<file path="config.mk">
export PLATFORM = sky130hd
export DESIGN_NAME = tam_top
export DESIGN_NICKNAME = d
export VERILOG_FILES = /design/src/common/tam_pkg.sv /design/src/verilog/tam_sync.sv /design/src/verilog/tam_axis.sv /design/src/verilog/tam_top.sv
export SDC_FILE = /design/constraint.sdc
export NUM_CORES = 1
export LEC_CHECK = 0
export BUFFER_PORTS_ARGS = -buffer_cell sky130_fd_sc_hd__buf_2
export CORE_AREA = 2 2 193 195
export CTS_CLUSTER_DIAMETER = 200
export DETAILED_ROUTE_END_ITERATION = 7
export DIE_AREA = 0 0 195 197
export GPL_TIMING_DRIVEN = 0
export SYNTH_ARGS = -nofsm -noshare
export SYNTH_HDL_FRONTEND = slang
export SYNTH_HIERARCHICAL = 1
export SYNTH_SLANG_ARGS = --single-unit
</file>
<file path="constraint.sdc">
create_clock -name clk -period 7.4 [get_ports clk]
set_input_delay 0 -clock clk [delete_from_list [all_inputs] [get_ports clk]]
set_output_delay 0 -clock clk [all_outputs]
set_load 0.03 [all_outputs]
</file>
<file path="src/common/tam_pkg.sv">
// Package: shared constants of the two-axis motion setup block
// Assumes a 40 MHz clock and a 32-bit APB register bus
package tam_pkg;
  // Register byte offsets
  localparam logic [11:0] OFF_CTRL = 12'h000;
  localparam logic [11:0] OFF_PERIOD = 12'h004;
  localparam logic [11:0] OFF_ACCEL = 12'h008;
  localparam logic [11:0] OFF_LOW = 12'h00c;
  localparam logic [11:0] OFF_HIGH = 12'h010;
  localparam logic [11:0] OFF_AXIS = 12'h014;
  localparam logic [11:0] OFF_STATUS = 12'h018;
  localparam logic [11:0] OFF_MOVE = 12'h01c;
  localparam logic [11:0] OFF_ID = 12'h020;
  // Slot base addresses
  localparam logic [9:0] SLOT_LO_BASE = 10'h080;
  localparam logic [9:0] SLOT_HI_BASE = 10'h140;
  localparam logic [9:0] SLOT_STEP = 10'h020;
  localparam int SLOT_GROUP = 4;
  localparam logic [4:0] CARD_MAX = 5'h13;
  // Field positions of the axis register
  localparam int AX_XDIR = 0;
  localparam int AX_YDIR = 1;
  localparam int AX_XFMT = 2;
  localparam int AX_YFMT = 3;
  localparam int AX_XHOLD = 4;
  localparam int AX_YHOLD = 5;
  localparam int AX_POL = 6;
  // Control register bits
  localparam int CTRL_RESET_ALL = 0;
  // Move register fields
  localparam int MV_XGO = 0;
  localparam int MV_YGO = 1;
  localparam int MV_XDIR = 2;
  localparam int MV_YDIR = 3;
  localparam int MV_HOME = 4;
  // Reset values
  localparam logic [7:0] PERIOD_RST = 8'h0a;
  localparam logic [7:0] ACCEL_RST = 8'h01;
  localparam logic [7:0] LOW_RST = 8'h0a;
  localparam logic [10:0] HIGH_RST = 11'h064;
  localparam logic [7:0] PERIOD_MIN = 8'h01;
  localparam logic [7:0] PERIOD_MAX = 8'hfe;
  // Identity value, arbitrary
  localparam logic [31:0] CARD_ID = 32'h00005a01;
  // Time unit 1.024 ms
  localparam int CLK_HZ = 40000000;
  localparam int UNIT_NS = 1024000;
  localparam int UNIT_CYC = UNIT_NS / (1000000000 / CLK_HZ);
endpackage : tam_pkg

</file>
<file path="src/verilog/tam_sync.sv">
// Two-flop synchroniser bank for switch pins
// Assumes pins are asynchronous to clk
`timescale 1ns/1ps
module tam_sync #(
  parameter int W = 7
) (
  input wire logic clk,
  input wire logic rstn,
  input wire logic [W-1:0] d,
  output logic [W-1:0] q
);
  logic [W-1:0] s1_r;
  always_ff @(posedge clk or negedge rstn)
  begin
    if (!rstn)
    begin
      // Open-contact idle level, so no switch looks active after reset
      s1_r <= '1;
      q <= '1;
    end
    else
    begin
      s1_r <= d;
      q <= s1_r;
    end
  end
endmodule : tam_sync

</file>
<file path="src/verilog/tam_axis.sv">
// One axis pulse generator: speed pulses per interpolation period
// Assumes period tick from the top and synchronised active switches
`timescale 1ns/1ps
module tam_axis (
  input wire logic clk,
  input wire logic rstn,
  input wire logic clear,
  input wire logic tick,
  input wire logic go,
  input wire logic dir_cmd,
  input wire logic home_mode,
  input wire logic [10:0] speed,
  input wire logic dir_invert,
  input wire logic dual_pulse_format,
  input wire logic home_act,
  input wire logic left_act,
  input wire logic right_act,
  input wire logic emg_act,
  output logic pulse_a,
  output logic pulse_b,
  output logic busy
);
  logic busy_r;
  logic dir_r;
  logic [10:0] left_r;
  logic [15:0] gap_r;
  logic pulse_r;
  logic out_dir;
  logic stop_req;
  // Backward motion is toward the left switch
  assign stop_req = emg_act | (home_mode & home_act) | (dir_r ? left_act : right_act);
  // Inversion applied at the output only
  assign out_dir = dir_r ^ dir_invert;
  always_ff @(posedge clk or negedge rstn)
  begin
    if (!rstn)
    begin
      busy_r <= 1'b0;
      dir_r <= 1'b0;
      left_r <= '0;
      gap_r <= '0;
      pulse_r <= 1'b0;
    end
    else if (clear || (busy_r && stop_req))
    begin
      busy_r <= 1'b0;
      left_r <= '0;
      pulse_r <= 1'b0;
    end
    else
    begin
      if (go && !busy_r)
      begin
        busy_r <= 1'b1;
        dir_r <= dir_cmd;
      end
      pulse_r <= 1'b0;
      if (busy_r && tick)
      begin
        left_r <= speed;
        gap_r <= '0;
      end
      else if (busy_r && left_r != 11'h000)
      begin
        gap_r <= gap_r + 16'h0001;
        if (gap_r[4:0] == 5'h1f)
        begin
          pulse_r <= 1'b1;
          left_r <= left_r - 11'h001;
        end
      end
    end
  end
  assign pulse_a = dual_pulse_format ? (pulse_r & ~out_dir) : pulse_r;
  assign pulse_b = dual_pulse_format ? (pulse_r & out_dir) : out_dir;
  assign busy = busy_r;
endmodule : tam_axis

</file>
<file path="src/verilog/tam_top.sv">
// Two-axis pulse motion card setup logic with APB register access
// Assumes APB master on clk; switch pins asynchronous; drivers take pulse outputs
//
// Functional notes
// - Binding answers only when the selected address belongs to this card and the card number is at most 13h, else the bind flags failure.
// - The card decodes its slot base from the slot number: 80h-E0h for slots 0-3, 140h-1A0h for 4-7.
// - Reset-all aborts running motion and restores every setting default.
// - Period setting 1 to 254 gives a period of setting plus one times 1.024 ms.
// - Speed is pulses per period; acceleration is the speed step per period.
// - Defaults are period 10, acceleration 1, low speed 10, high speed 100.
// - Each axis has a direction invert bit applied at the output.
// - Forward moves away from the motor, backward toward it, after inversion.
// - Each axis selects dual pulse lines or pulse plus direction.
// - Each axis drives its own hold enable output from its setting.
// - One polarity bit sets all home, limit and emergency inputs active low or high.
// - Limit protection judges switches through the selected polarity.
// - Home stop is seen at period ticks, so its delay grows with the period.
//
// Design decisions made here: the APB slave port and the placing of the registers.
`timescale 1ns/1ps
module tam_top (
  input wire logic clk,
  input wire logic rstn,
  input wire logic psel,
  input wire logic penable,
  input wire logic pwrite,
  input wire logic [11:0] paddr,
  input wire logic [31:0] pwdata,
  output logic [31:0] prdata,
  output logic pready,
  output logic pslverr,
  input wire logic [2:0] slot_number,
  input wire logic [9:0] bind_address,
  input wire logic [4:0] bind_card,
  input wire logic bind_req,
  output logic bind_ok,
  output logic bind_fail,
  input wire logic x_home_switch,
  input wire logic y_home_switch,
  input wire logic x_left_limit_switch,
  input wire logic x_right_limit_switch,
  input wire logic y_left_limit_switch,
  input wire logic y_right_limit_switch,
  input wire logic emergency_switch,
  output logic x_pulse_a,
  output logic x_pulse_b,
  output logic y_pulse_a,
  output logic y_pulse_b,
  output logic x_hold_enable,
  output logic y_hold_enable,
  output logic x_stop,
  output logic y_stop
);
  ////////////////////////////////////////////////////////////////////////////
  // Slot address decode and binding
  function automatic logic [9:0] slot_base(input logic [2:0] s);
    logic [9:0] b;
    b = (s < 3'(tam_pkg::SLOT_GROUP)) ? tam_pkg::SLOT_LO_BASE : tam_pkg::SLOT_HI_BASE;
    slot_base = b + 10'(s[1:0]) * tam_pkg::SLOT_STEP;
  endfunction : slot_base

  logic [9:0] my_base;
  logic addr_hit;
  logic bind_ok_r;
  logic bind_fail_r;
  logic [4:0] card_r;
  assign my_base = slot_base(slot_number);
  assign addr_hit = (bind_address == my_base) && (bind_card <= tam_pkg::CARD_MAX);
  always_ff @(posedge clk or negedge rstn)
  begin
    if (!rstn)
    begin
      bind_ok_r <= 1'b0;
      bind_fail_r <= 1'b0;
      card_r <= '0;
    end
    else
    begin
      bind_ok_r <= bind_req & addr_hit;
      bind_fail_r <= bind_req & ~addr_hit;
      if (bind_req && addr_hit)
      begin
        card_r <= bind_card;
      end
    end
  end
  assign bind_ok = bind_ok_r;
  assign bind_fail = bind_fail_r;

  ////////////////////////////////////////////////////////////////////////////
  // APB decode
  logic wr_en;
  logic rd_en;
  logic sel_ctrl, sel_period, sel_accel, sel_low, sel_high, sel_axis, sel_status, sel_move, sel_id;
  logic mapped;
  logic reset_all;
  assign wr_en = psel & penable & pwrite;
  assign rd_en = psel & penable & ~pwrite;
  assign sel_ctrl = paddr == tam_pkg::OFF_CTRL;
  assign sel_period = paddr == tam_pkg::OFF_PERIOD;
  assign sel_accel = paddr == tam_pkg::OFF_ACCEL;
  assign sel_low = paddr == tam_pkg::OFF_LOW;
  assign sel_high = paddr == tam_pkg::OFF_HIGH;
  assign sel_axis = paddr == tam_pkg::OFF_AXIS;
  assign sel_status = paddr == tam_pkg::OFF_STATUS;
  assign sel_move = paddr == tam_pkg::OFF_MOVE;
  assign sel_id = paddr == tam_pkg::OFF_ID;
  assign mapped = sel_ctrl | sel_period | sel_accel | sel_low | sel_high | sel_axis | sel_status
    | sel_move | sel_id;
  assign pready = 1'b1;
  assign pslverr = psel & penable & ~mapped;
  assign reset_all = wr_en & sel_ctrl & pwdata[tam_pkg::CTRL_RESET_ALL];

  ////////////////////////////////////////////////////////////////////////////
  // Settings
  logic [7:0] period_r;
  logic [7:0] accel_r;
  logic [7:0] low_r;
  logic [10:0] high_r;
  logic [6:0] axis_r;
  logic period_ok;
  assign period_ok = (pwdata[7:0] >= tam_pkg::PERIOD_MIN) && (pwdata[7:0] <= tam_pkg::PERIOD_MAX);
  always_ff @(posedge clk or negedge rstn)
  begin
    if (!rstn)
    begin
      period_r <= tam_pkg::PERIOD_RST;
      accel_r <= tam_pkg::ACCEL_RST;
      low_r <= tam_pkg::LOW_RST;
      high_r <= tam_pkg::HIGH_RST;
      axis_r <= '0;
    end
    else if (reset_all)
    begin
      period_r <= tam_pkg::PERIOD_RST;
      accel_r <= tam_pkg::ACCEL_RST;
      low_r <= tam_pkg::LOW_RST;
      high_r <= tam_pkg::HIGH_RST;
      axis_r <= '0;
    end
    else if (wr_en)
    begin
      // Writes to a register leave the others unchanged
      if (sel_period && period_ok)
      begin
        period_r <= pwdata[7:0];
      end
      if (sel_accel)
      begin
        accel_r <= pwdata[7:0];
      end
      if (sel_low)
      begin
        low_r <= pwdata[7:0];
      end
      if (sel_high)
      begin
        high_r <= pwdata[10:0];
      end
      if (sel_axis)
      begin
        axis_r <= pwdata[6:0];
      end
    end
  end

  ////////////////////////////////////////////////////////////////////////////
  // Interpolation period timer: (setting+1) time units
  logic [15:0] unit_cnt_r;
  logic [7:0] per_cnt_r;
  logic unit_tick;
  logic per_tick;
  assign unit_tick = unit_cnt_r == 16'(tam_pkg::UNIT_CYC - 1);
  assign per_tick = unit_tick && (per_cnt_r >= period_r);
  always_ff @(posedge clk or negedge rstn)
  begin
    if (!rstn)
    begin
      unit_cnt_r <= '0;
      per_cnt_r <= '0;
    end
    else if (reset_all)
    begin
      unit_cnt_r <= '0;
      per_cnt_r <= '0;
    end
    else
    begin
      unit_cnt_r <= unit_tick ? 16'h0000 : unit_cnt_r + 16'h0001;
      if (unit_tick)
      begin
        per_cnt_r <= (per_cnt_r >= period_r) ? 8'h00 : per_cnt_r + 8'h01;
      end
    end
  end

  ////////////////////////////////////////////////////////////////////////////
  // Switch inputs with polarity
  logic [6:0] sw_raw;
  logic [6:0] sw_sync;
  logic [6:0] sw_act;
  logic [6:0] sw_held_r;
  logic switch_polarity_select;
  assign sw_raw = {emergency_switch, y_right_limit_switch, y_left_limit_switch, y_home_switch,
    x_right_limit_switch, x_left_limit_switch, x_home_switch};
  tam_sync #(.W(7)) u_sync (
    .clk(clk),
    .rstn(rstn),
    .d(sw_raw),
    .q(sw_sync)
  );
  assign switch_polarity_select = axis_r[tam_pkg::AX_POL];
  // Open contacts are active low, closed contacts active high
  assign sw_act = switch_polarity_select ? sw_sync : ~sw_sync;
  // Home switch sampled only at period ticks
  always_ff @(posedge clk or negedge rstn)
  begin
    if (!rstn)
    begin
      sw_held_r <= '0;
    end
    else if (per_tick)
    begin
      sw_held_r <= sw_act;
    end
  end

  ////////////////////////////////////////////////////////////////////////////
  // Motion and speed ramp
  logic [10:0] x_speed_r;
  logic [10:0] y_speed_r;
  logic x_busy, y_busy;
  logic [4:0] move_r;
  logic go_x, go_y;
  logic [10:0] ramp_top;
  assign go_x = wr_en & sel_move & pwdata[tam_pkg::MV_XGO];
  assign go_y = wr_en & sel_move & pwdata[tam_pkg::MV_YGO];
  assign ramp_top = high_r;
  always_ff @(posedge clk or negedge rstn)
  begin
    if (!rstn)
    begin
      move_r <= '0;
      x_speed_r <= '0;
      y_speed_r <= '0;
    end
    else if (reset_all)
    begin
      move_r <= '0;
      x_speed_r <= '0;
      y_speed_r <= '0;
    end
    else
    begin
      if (wr_en && sel_move)
      begin
        move_r <= pwdata[4:0];
      end
      // Start at low speed, step by acceleration each period
      if (!x_busy)
      begin
        x_speed_r <= 11'(low_r);
      end
      else if (per_tick && x_speed_r < ramp_top)
      begin
        x_speed_r <= (12'(x_speed_r) + 12'(accel_r) > 12'(ramp_top)) ? ramp_top : x_speed_r + 11'(accel_r);
      end
      if (!y_busy)
      begin
        y_speed_r <= 11'(low_r);
      end
      else if (per_tick && y_speed_r < ramp_top)
      begin
        y_speed_r <= (12'(y_speed_r) + 12'(accel_r) > 12'(ramp_top)) ? ramp_top : y_speed_r + 11'(accel_r);
      end
    end
  end

  tam_axis u_x (
    .clk(clk),
    .rstn(rstn),
    .clear(reset_all),
    .tick(per_tick),
    .go(go_x),
    .dir_cmd(pwdata[tam_pkg::MV_XDIR]),
    .home_mode(move_r[tam_pkg::MV_HOME]),
    .speed(x_speed_r),
    .dir_invert(axis_r[tam_pkg::AX_XDIR]),
    .dual_pulse_format(~axis_r[tam_pkg::AX_XFMT]),
    .home_act(sw_held_r[0]),
    .left_act(sw_act[1]),
    .right_act(sw_act[2]),
    .emg_act(sw_act[6]),
    .pulse_a(x_pulse_a),
    .pulse_b(x_pulse_b),
    .busy(x_busy)
  );
  tam_axis u_y (
    .clk(clk),
    .rstn(rstn),
    .clear(reset_all),
    .tick(per_tick),
    .go(go_y),
    .dir_cmd(pwdata[tam_pkg::MV_YDIR]),
    .home_mode(move_r[tam_pkg::MV_HOME]),
    .speed(y_speed_r),
    .dir_invert(axis_r[tam_pkg::AX_YDIR]),
    .dual_pulse_format(~axis_r[tam_pkg::AX_YFMT]),
    .home_act(sw_held_r[3]),
    .left_act(sw_act[4]),
    .right_act(sw_act[5]),
    .emg_act(sw_act[6]),
    .pulse_a(y_pulse_a),
    .pulse_b(y_pulse_b),
    .busy(y_busy)
  );
  assign x_hold_enable = axis_r[tam_pkg::AX_XHOLD];
  assign y_hold_enable = axis_r[tam_pkg::AX_YHOLD];
  assign x_stop = ~x_busy;
  assign y_stop = ~y_busy;

  ////////////////////////////////////////////////////////////////////////////
  // Read mux
  logic [31:0] rd_val;
  assign rd_val = sel_period ? {24'h000000, period_r}
    : sel_accel ? {24'h000000, accel_r}
    : sel_low ? {24'h000000, low_r}
    : sel_high ? {21'h000000, high_r}
    : sel_axis ? {25'h0000000, axis_r}
    : sel_status ? {16'h0000, card_r, sw_act, 2'b00, y_busy, x_busy}
    : sel_move ? {27'h0000000, move_r}
    : sel_id ? tam_pkg::CARD_ID
    : 32'h00000000;
  always_ff @(posedge clk or negedge rstn)
  begin
    if (!rstn)
    begin
      prdata <= '0;
    end
    else if (psel && !penable && !pwrite)
    begin
      prdata <= rd_val;
    end
  end

  ////////////////////////////////////////////////////////////////////////////
  // Checks
  a_reset_defaults: assert property (@(posedge clk) disable iff (!rstn)
    reset_all |=> (period_r == tam_pkg::PERIOD_RST && high_r == tam_pkg::HIGH_RST && axis_r == 7'h00))
    else $error("reset-all did not restore defaults");
  a_abort_motion: assert property (@(posedge clk) disable iff (!rstn)
    reset_all |=> !x_busy && !y_busy)
    else $error("motion not aborted");
  a_period_range: assert property (@(posedge clk) disable iff (!rstn)
    period_r >= tam_pkg::PERIOD_MIN && period_r <= tam_pkg::PERIOD_MAX)
    else $error("period out of range");
  a_hold_follow: assert property (@(posedge clk) disable iff (!rstn)
    (wr_en && sel_axis) |=> x_hold_enable == $past(pwdata[tam_pkg::AX_XHOLD])
    && y_hold_enable == $past(pwdata[tam_pkg::AX_YHOLD]))
    else $error("hold enable mismatch");
  a_polarity_use: assert property (@(posedge clk) disable iff (!rstn)
    sw_act == (switch_polarity_select ? sw_sync : ~sw_sync))
    else $error("switch polarity wrong");
  a_bind_answer: assert property (@(posedge clk) disable iff (!rstn)
    bind_req |=> (bind_ok ^ bind_fail))
    else $error("bind gave no single answer");
  a_emg_stop: assert property (@(posedge clk) disable iff (!rstn)
    (x_busy && sw_act[6]) |=> !x_busy)
    else $error("emergency did not stop");
  a_hold_setting: assert property (@(posedge clk) disable iff (!rstn)
    !(wr_en && (sel_ctrl || sel_axis)) |=> $stable(axis_r))
    else $error("settings changed unwritten");
endmodule : tam_top

</file>
After elaboration in Yosys (flattened, before gate mapping)
Index checks and enable logic that the tools add are counted.
{"block": "totals", "ff_bits": 210, "input_bits": 75, "out_inout_bits": 44, "word_cells": 224}
{"block": "op_classes", "reduce_logical": 54, "n_lt_le_gt_ge": 9, "n_addsub": 11, "n_eq_ne": 14, "bitwise": 39, "muxes": 70}
{"op": "two-way mux 11 bit", "n": 19}
{"op": "two-way mux 16 bit", "n": 12}
{"op": "two-way mux 8 bit", "n": 12}
{"op": "adder 16 x 1 -> 16 bit, second input constant", "n": 3}
{"op": "== test 12 x 5 -> 1 bit, second input constant", "n": 4}
{"op": "two-way mux 15 bit", "n": 2}
{"op": "two-way mux 7 bit", "n": 4}
{"op": "adder 11 x 8 -> 12 bit", "n": 2}
{"op": "== test 12 x 4 -> 1 bit, second input constant", "n": 2}
{"op": "greater-than comparator 12 x 11 -> 1 bit", "n": 2}
{"op": "nonzero test 2 bit", "n": 12}
{"op": "adder 11 x 8 -> 11 bit", "n": 2}
{"op": "< comparator 11 bit", "n": 2}
{"op": "AND reduction 2 bit", "n": 11}
{"op": "nonzero test 11 bit", "n": 2}
{"op": "subtractor 11 x 1 -> 11 bit, second input constant", "n": 2}
{"op": "logical AND 1 bit", "n": 18}
{"op": "two-way mux 1 bit", "n": 18}
{"op": "bitwise AND 1 bit", "n": 16}
{"op": "== test 16 bit, second input constant", "n": 1}
{"op": "== test 12 x 3 -> 1 bit, second input constant", "n": 1}
{"op": "== test 12 x 6 -> 1 bit, second input constant", "n": 1}
{"op": "logical NOT 12 bit", "n": 1}
{"op": "bitwise OR 1 bit", "n": 12}
{"op": "19 further kinds", "n": 36}

Logic depth before layout (Yosys ltp)
{"block": "logic_depth", "ltp_word": 11, "ltp_mapped": 16}

Modules after synthesis
Netlist, hierarchy kept.
{"mod": "tam_top", "cells_each": 869, "instances": 1, "area_each_um2": 8085.3}
{"mod": "tam_axis", "cells_each": 132, "instances": 2, "area_each_um2": 1144.8}
{"mod": "tam_sync", "cells_each": 14, "instances": 1, "area_each_um2": 367.9}

Worst setup path before layout
No wires, ideal clock.
{"block": "synth_timing", "path_kind": "flip-flop to flip-flop", "startpoint": "register accel_r[1]", "endpoint": "register y_speed_r[8]", "slack_ps": 3950, "period_less_slack_ps": 3450, "path_stages_with_launch": 16, "setup_ps": 131, "t_arrival_ps": 3319, "path_buffers": 1, "t_required_ps": 7269, "path_cell_list": "dfrtp_1 > ha_1 > a21oi_1 > nand4b_1 > and3_1 > o32a_1 > xnor2_1 > ha_1 > and3_1 > nand4_1 > o32ai_1 > o2bb2ai_1 > o21ai_0 > buf_2 > a21boi_0 > o22ai_1"}
{"block": "synth_between", "elab_chain_len": 6, "elab_cells_between_ends": 7, "cone_classes": "2 x add/sub; 1 x order compare; 4 x mux"}
{"element": "from (decl)", "line_no": "tam_top.sv:117", "rtl": "logic [7:0] accel_r;"}
{"element": "from (signal assigned)", "line_no": "tam_top.sv:128", "rtl": "accel_r <= tam_pkg::ACCEL_RST;"}
{"element": "from (signal assigned)", "line_no": "tam_top.sv:136", "rtl": "accel_r <= tam_pkg::ACCEL_RST;"}
{"element": "from (signal assigned)", "line_no": "tam_top.sv:150", "rtl": "accel_r <= pwdata[7:0];"}
{"element": "adder 11 x 8 -> 12 bit", "line_no": "tam_top.sv:274", "rtl": "y_speed_r <= (12'(y_speed_r) + 12'(accel_r) > 12'(ramp_top)) ? ramp_top : y_speed_r + 11'(accel_r);"}
{"element": "greater-than comparator 12 x 11 -> 1 bit", "line_no": "tam_top.sv:274"}
{"element": "two-way mux 11 bit (*)", "line_no": "tam_top.sv:274"}
{"element": "two-way mux 11 bit (*)", "line_no": "tam_top.sv:272", "rtl": "else if (per_tick && y_speed_r < ramp_top)"}
{"element": "two-way mux 11 bit (*)", "line_no": "tam_top.sv:268", "rtl": "if (!y_busy)"}
{"element": "two-way mux 11 bit (*)", "line_no": "tam_top.sv:247", "rtl": "else if (reset_all)"}
{"element": "to (signal assigned)", "line_no": "tam_top.sv:270", "rtl": "y_speed_r <= 11'(low_r);"}
{"element": "to (signal assigned)", "line_no": "tam_top.sv:274"}
{"element": "to (decl)", "line_no": "tam_top.sv:231", "rtl": "logic [10:0] y_speed_r;"}
Every way passes the cells marked *; elsewhere a longest branch is shown, timed or not. The select of a mux whose other input is x is not followed.
A chain may end at the register's enable or synchronous reset.

Worst setup path in the final report
{"block": "layout_timing", "startpoint": "register accel_r[0]", "endpoint": "register y_speed_r[0]"}
The elaborated chain is that of the path after synthesis.

==> flow_summary.toml <==
[timing]
rsz0062_at_grt = "false"
tns_ps = 0
hold_viol = 1
worst_slew_pin_slew_ps = 1160
period_needed_ps = 4140
setup_viol = 0
min_period_over_period_pct = 55.9
maxSlewHeadroom_pct = 22.7
skew_ps = 12.7
slew_violations = 0
fin_ws_ps = 3260
max_freq_mhz = 242
whs_ps = -3.31

[clock_network]
cts_inserted_buffers = 17
postCtsSetupBuffers = 0
clock_tree.root_cell = "clkbuf_16"
h-tree-depth = 4
cts_tree = "yes"
worst_skew_pair.late_latency_ps = 440
cts_sinks = 170
clockBufferDepth = 2
post_cts_resized = 0
path_clk_slew_ps = 70

[final_layout]
layout.cells.non_filler = 1765
area_delta_synth_final_pct = 17.8
layout-drive-gt1-share_pct = 15.8
postLayoutCellArea_um2 = 12700
nets = 1436
num-fill-cells = 3738
diodes = 0

[floorplanning]
ios = 119
chipWidth_um = 195
rows = 70
coreArea_um2 = 36300
die_h_um = 197
die_area_um2 = 38400
start_util_pct = 29.6

[synth]
ys_ff_latch = 170
synthFlopType = "dfrtp_1"
synthCells = 1147
syn_avg_cell_area_um2 = 9.37
synth_area_um2 = 10700
async_reset_ff_share_pct = 100
synth_top_area_share_pct = 34.5
ys_seq_area_share_pct = 39.9
yosys_warnings = 6
synth.distinct_cells = 77
synth_area_leader_cell = "dfrtp_1"
ys_top_cells_by_area = "dfrtp_1, ha_1, mux2i_1"
synth_edf_count = 0

[critical_path]
rrSetupSlack_ps = 3260
r2r-end = "y_speed_r[0]$_DFFE_PN0P_"
cp-startpoint = "accel_r[0]$_DFFE_PN1P_"
worstPathRequired_ps = 7740
critPathMaxStageDelay_ps = 620
startpoint_type = "flip-flop"
slowest_stage = "dfstp_2"
r2r_start = "accel_r[0]$_DFFE_PN1P_"
critPathMaxFanout = 10
worstPathCellList = "ha_1, a21oi_1, nand4b_1, and3_1, o32a_1, xnor2_1, ha_1, and3_1, nand4_1, o32ai_1, o2bb2ai_1, o21ai_0, buf_2, mux2i_1, o21ai_0"
end_kind = "flip-flop"
cp_data_arrival_time_ps = 4480
ff2ff_path_depth = 15
setup.worst_path.class = "flip-flop to flip-flop"

[placed_design]
place_congestion = 0.860
portBuffers = 77
place_ws_ps = 3340
dp_hpwl_mm = 22.9
place_area_um2 = 11800
dp.cells = 1709

[power_and_ir_drop]
peakVddDrop_uv = 140
p_leak_nw = 5.72
clkPwrFrac_pct = 45.0
seqPwrFrac_pct = 47.8
cellInternalPower_mw = 1.48
report.power.total_mw = 2.03
power_density_nw_per_um2 = 160
netSwitchingPower_mw = 0.549
swShare_pct = 27.1
pwr-share-comb_pct = 7.2

[status]
violations = "hold timing"
outcome = "finished, violations left"

[global_route]
antenna_found_initial = 0
grt_pass1_vias = 9016
grt_first_pass_wirelength_mm = 49.4
grt_max_degree = 105
top_usage_layer = "met2"
grt_overflow_total = 0
use_met1_pct = 22.0
grtUsageTotal_pct = 16.2
met3_usage_pct = 2.74
use_met2_pct = 26.1

[route]
drt_iter0_markers = 667
wl_per_cell_um = 17.5
drt_pass1_iterations = 8
vias = 9261
drc_errors = 0
ant_nets = 0
drt-vias-per-instance = 5.25
drt-total-wl_mm = 30.9

[flow_run]
maxCapViolCount = 0

[min_path]
min_from = "pwrite"
min_path_type = "input pin to flip-flop"
hold_path_end = "prdata[3]$_DFFE_PN0P_"
holdPathStages = 3
per-stage QoR:
step                util (%)  hold WS (ps)
global placement        32.5           106
global route            34.9          13.7
CTS                     34.9         0.944
floorplan                  -          -296
finish                  34.9         -3.31
detailed placement      32.6         -13.1
logic make-up after synthesis:
group	count (synthesis)	share of synthesized area, %
compound gates	290	17.2
xor+xnor	49	3.99
fa+ha+maj	77	9.11
buf+inv	93	4.06
flops	170	39.9
mux	79	7.54
other cells	2	0.0699
simple gates	387	18.1
final cells by class:
type,instances,area (um^2),area share [%]
multi-input combinational,899,6090,48.1
sequential,170,4280,33.8
timing repair buffer,103,674,5.33
tap,468,586,4.63
clock buffer,19,453,3.58
buffer,58,305,2.41
clock inverter,13,143,1.13
inverter,35,131,1.04
power groups by stage:
stage	clock network (mW)	logic [mW]	registers, mW
after floorplan	0	0.0668	0.992
after global placement	0	0.132	0.985
after detailed placement	0	0.136	0.985
after CTS	0.925	0.147	0.968
after global routing	0.968	0.161	0.972
final	0.913	0.146	0.968
cell usage in the layout (no fill, tap or decap), types with 11 or more instances in the layout:
master / Yosys / routed
dfrtp_1: 148 / 148
nor2_1: 111 / 111
o21ai_0: 100 / 100
nand2_1: 96 / 96
buf_2: 7 / 83
ha_1: 75 / 75
a21oi_1: 65 / 65
mux2i_1: 64 / 64
nand3_1: 43 / 43
inv_1: 34 / 34
clkbuf_1: 30 / 30
xnor2_1: 25 / 25
xor2_1: 24 / 24
dlygate4sd3_1: 0 / 24
a22oi_1: 22 / 22
dfstp_2: 22 / 22
and3_1: 19 / 19
nand4_1: 17 / 17
buf_4: 17 / 17
conb_1: 2 / 17
clkbuf_16: 0 / 17
mux2_2: 15 / 15
nor4_1: 13 / 13
nor3_1: 14 / 13
nor2b_1: 12 / 12
a21o_1: 12 / 12
a211oi_1: 11 / 11
nand2b_1: 11 / 11
routing by layer:
| layer | routed length, um | share of wire (%) |
|---|---|---|
| met4 | 871 | 2.8 |
| met1 | 14300 | 46 |
| met5 | 0 | 0 |
| met3 | 1500 | 4.9 |
| met2 | 14200 | 46 |
synth_stat cells (4+ instances only):
cell type,n
dfrtp_1,148
a22oi_1,22
nor2b_1,12
and3_1,19
xor2_1,24
a211oi_1,11
nor4_1,13
a21oi_1,65
a21o_1,12
a32oi_1,7
ha_1,75
nand3_1,43
buf_4,17
nand4_1,17
a21boi_0,5
mux2_2,15
nor3_1,14
inv_1,34
nand2b_1,11
a31oi_1,7
nand2_1,96
nor2_1,111
a221oi_1,4
nor3b_1,4
or3_1,4
mux2i_1,64
o311ai_0,6
buf_2,7
o21a_1,5
clkbuf_1,30
o211ai_1,6
or4_1,6
and2_1,8
nand3_2,4
dfstp_2,22
o21ai_0,100
xnor2_1,25
state kept, by name, indices dropped and copies added (netlist names), 2 cells and up:
signal / cells
u_y/gap_r: 5
prdata: 16
move_r: 5
u_x/left_r: 11
axis_r: 7
u_y/left_r: 11
u_x/gap_r: 5
unit_cnt_r: 16
sw_held_r: 2
u_sync/q: 7
per_cnt_r: 8
accel_r: 8
x_speed_r: 11
low_r: 8
high_r: 11
card_r: 5
y_speed_r: 11
u_sync/s1_r: 7
period_r: 8
critical path: cells and delay by family (launching register included):
family	cells	cell delay, ps
multiplexers	1	140
AO/OA/AOI/OAI	6	1510
XOR/XNOR	1	160
buffers and inverters	1	260
flip-flops	1	620
AND/OR/NAND/NOR	4	780
adder cells (fa/ha/maj)	2	550
worst max-delay path by stage:
stage                                     end  slack, ps  depth (start not counted)
floorplan            y_speed_r[8]$_DFFE_PN0P_       3950                         15
global placement    u_x/left_r[3]$_DFFE_PN0P_       2500                         11
detailed placement   y_speed_r[0]$_DFFE_PN0P_       3340                         15
CTS                  y_speed_r[0]$_DFFE_PN0P_       3300                         15
global route         x_speed_r[7]$_DFFE_PN0P_       2830                         15
finish               y_speed_r[0]$_DFFE_PN0P_       3260                         15
timing repair:
action | in CTS | in global routing
hold buffers | 24 | 0
hold endpoints to repair | 99 | 0
setup endpoints to repair | 0 | 0
Power figures use the tool's default switching activity.
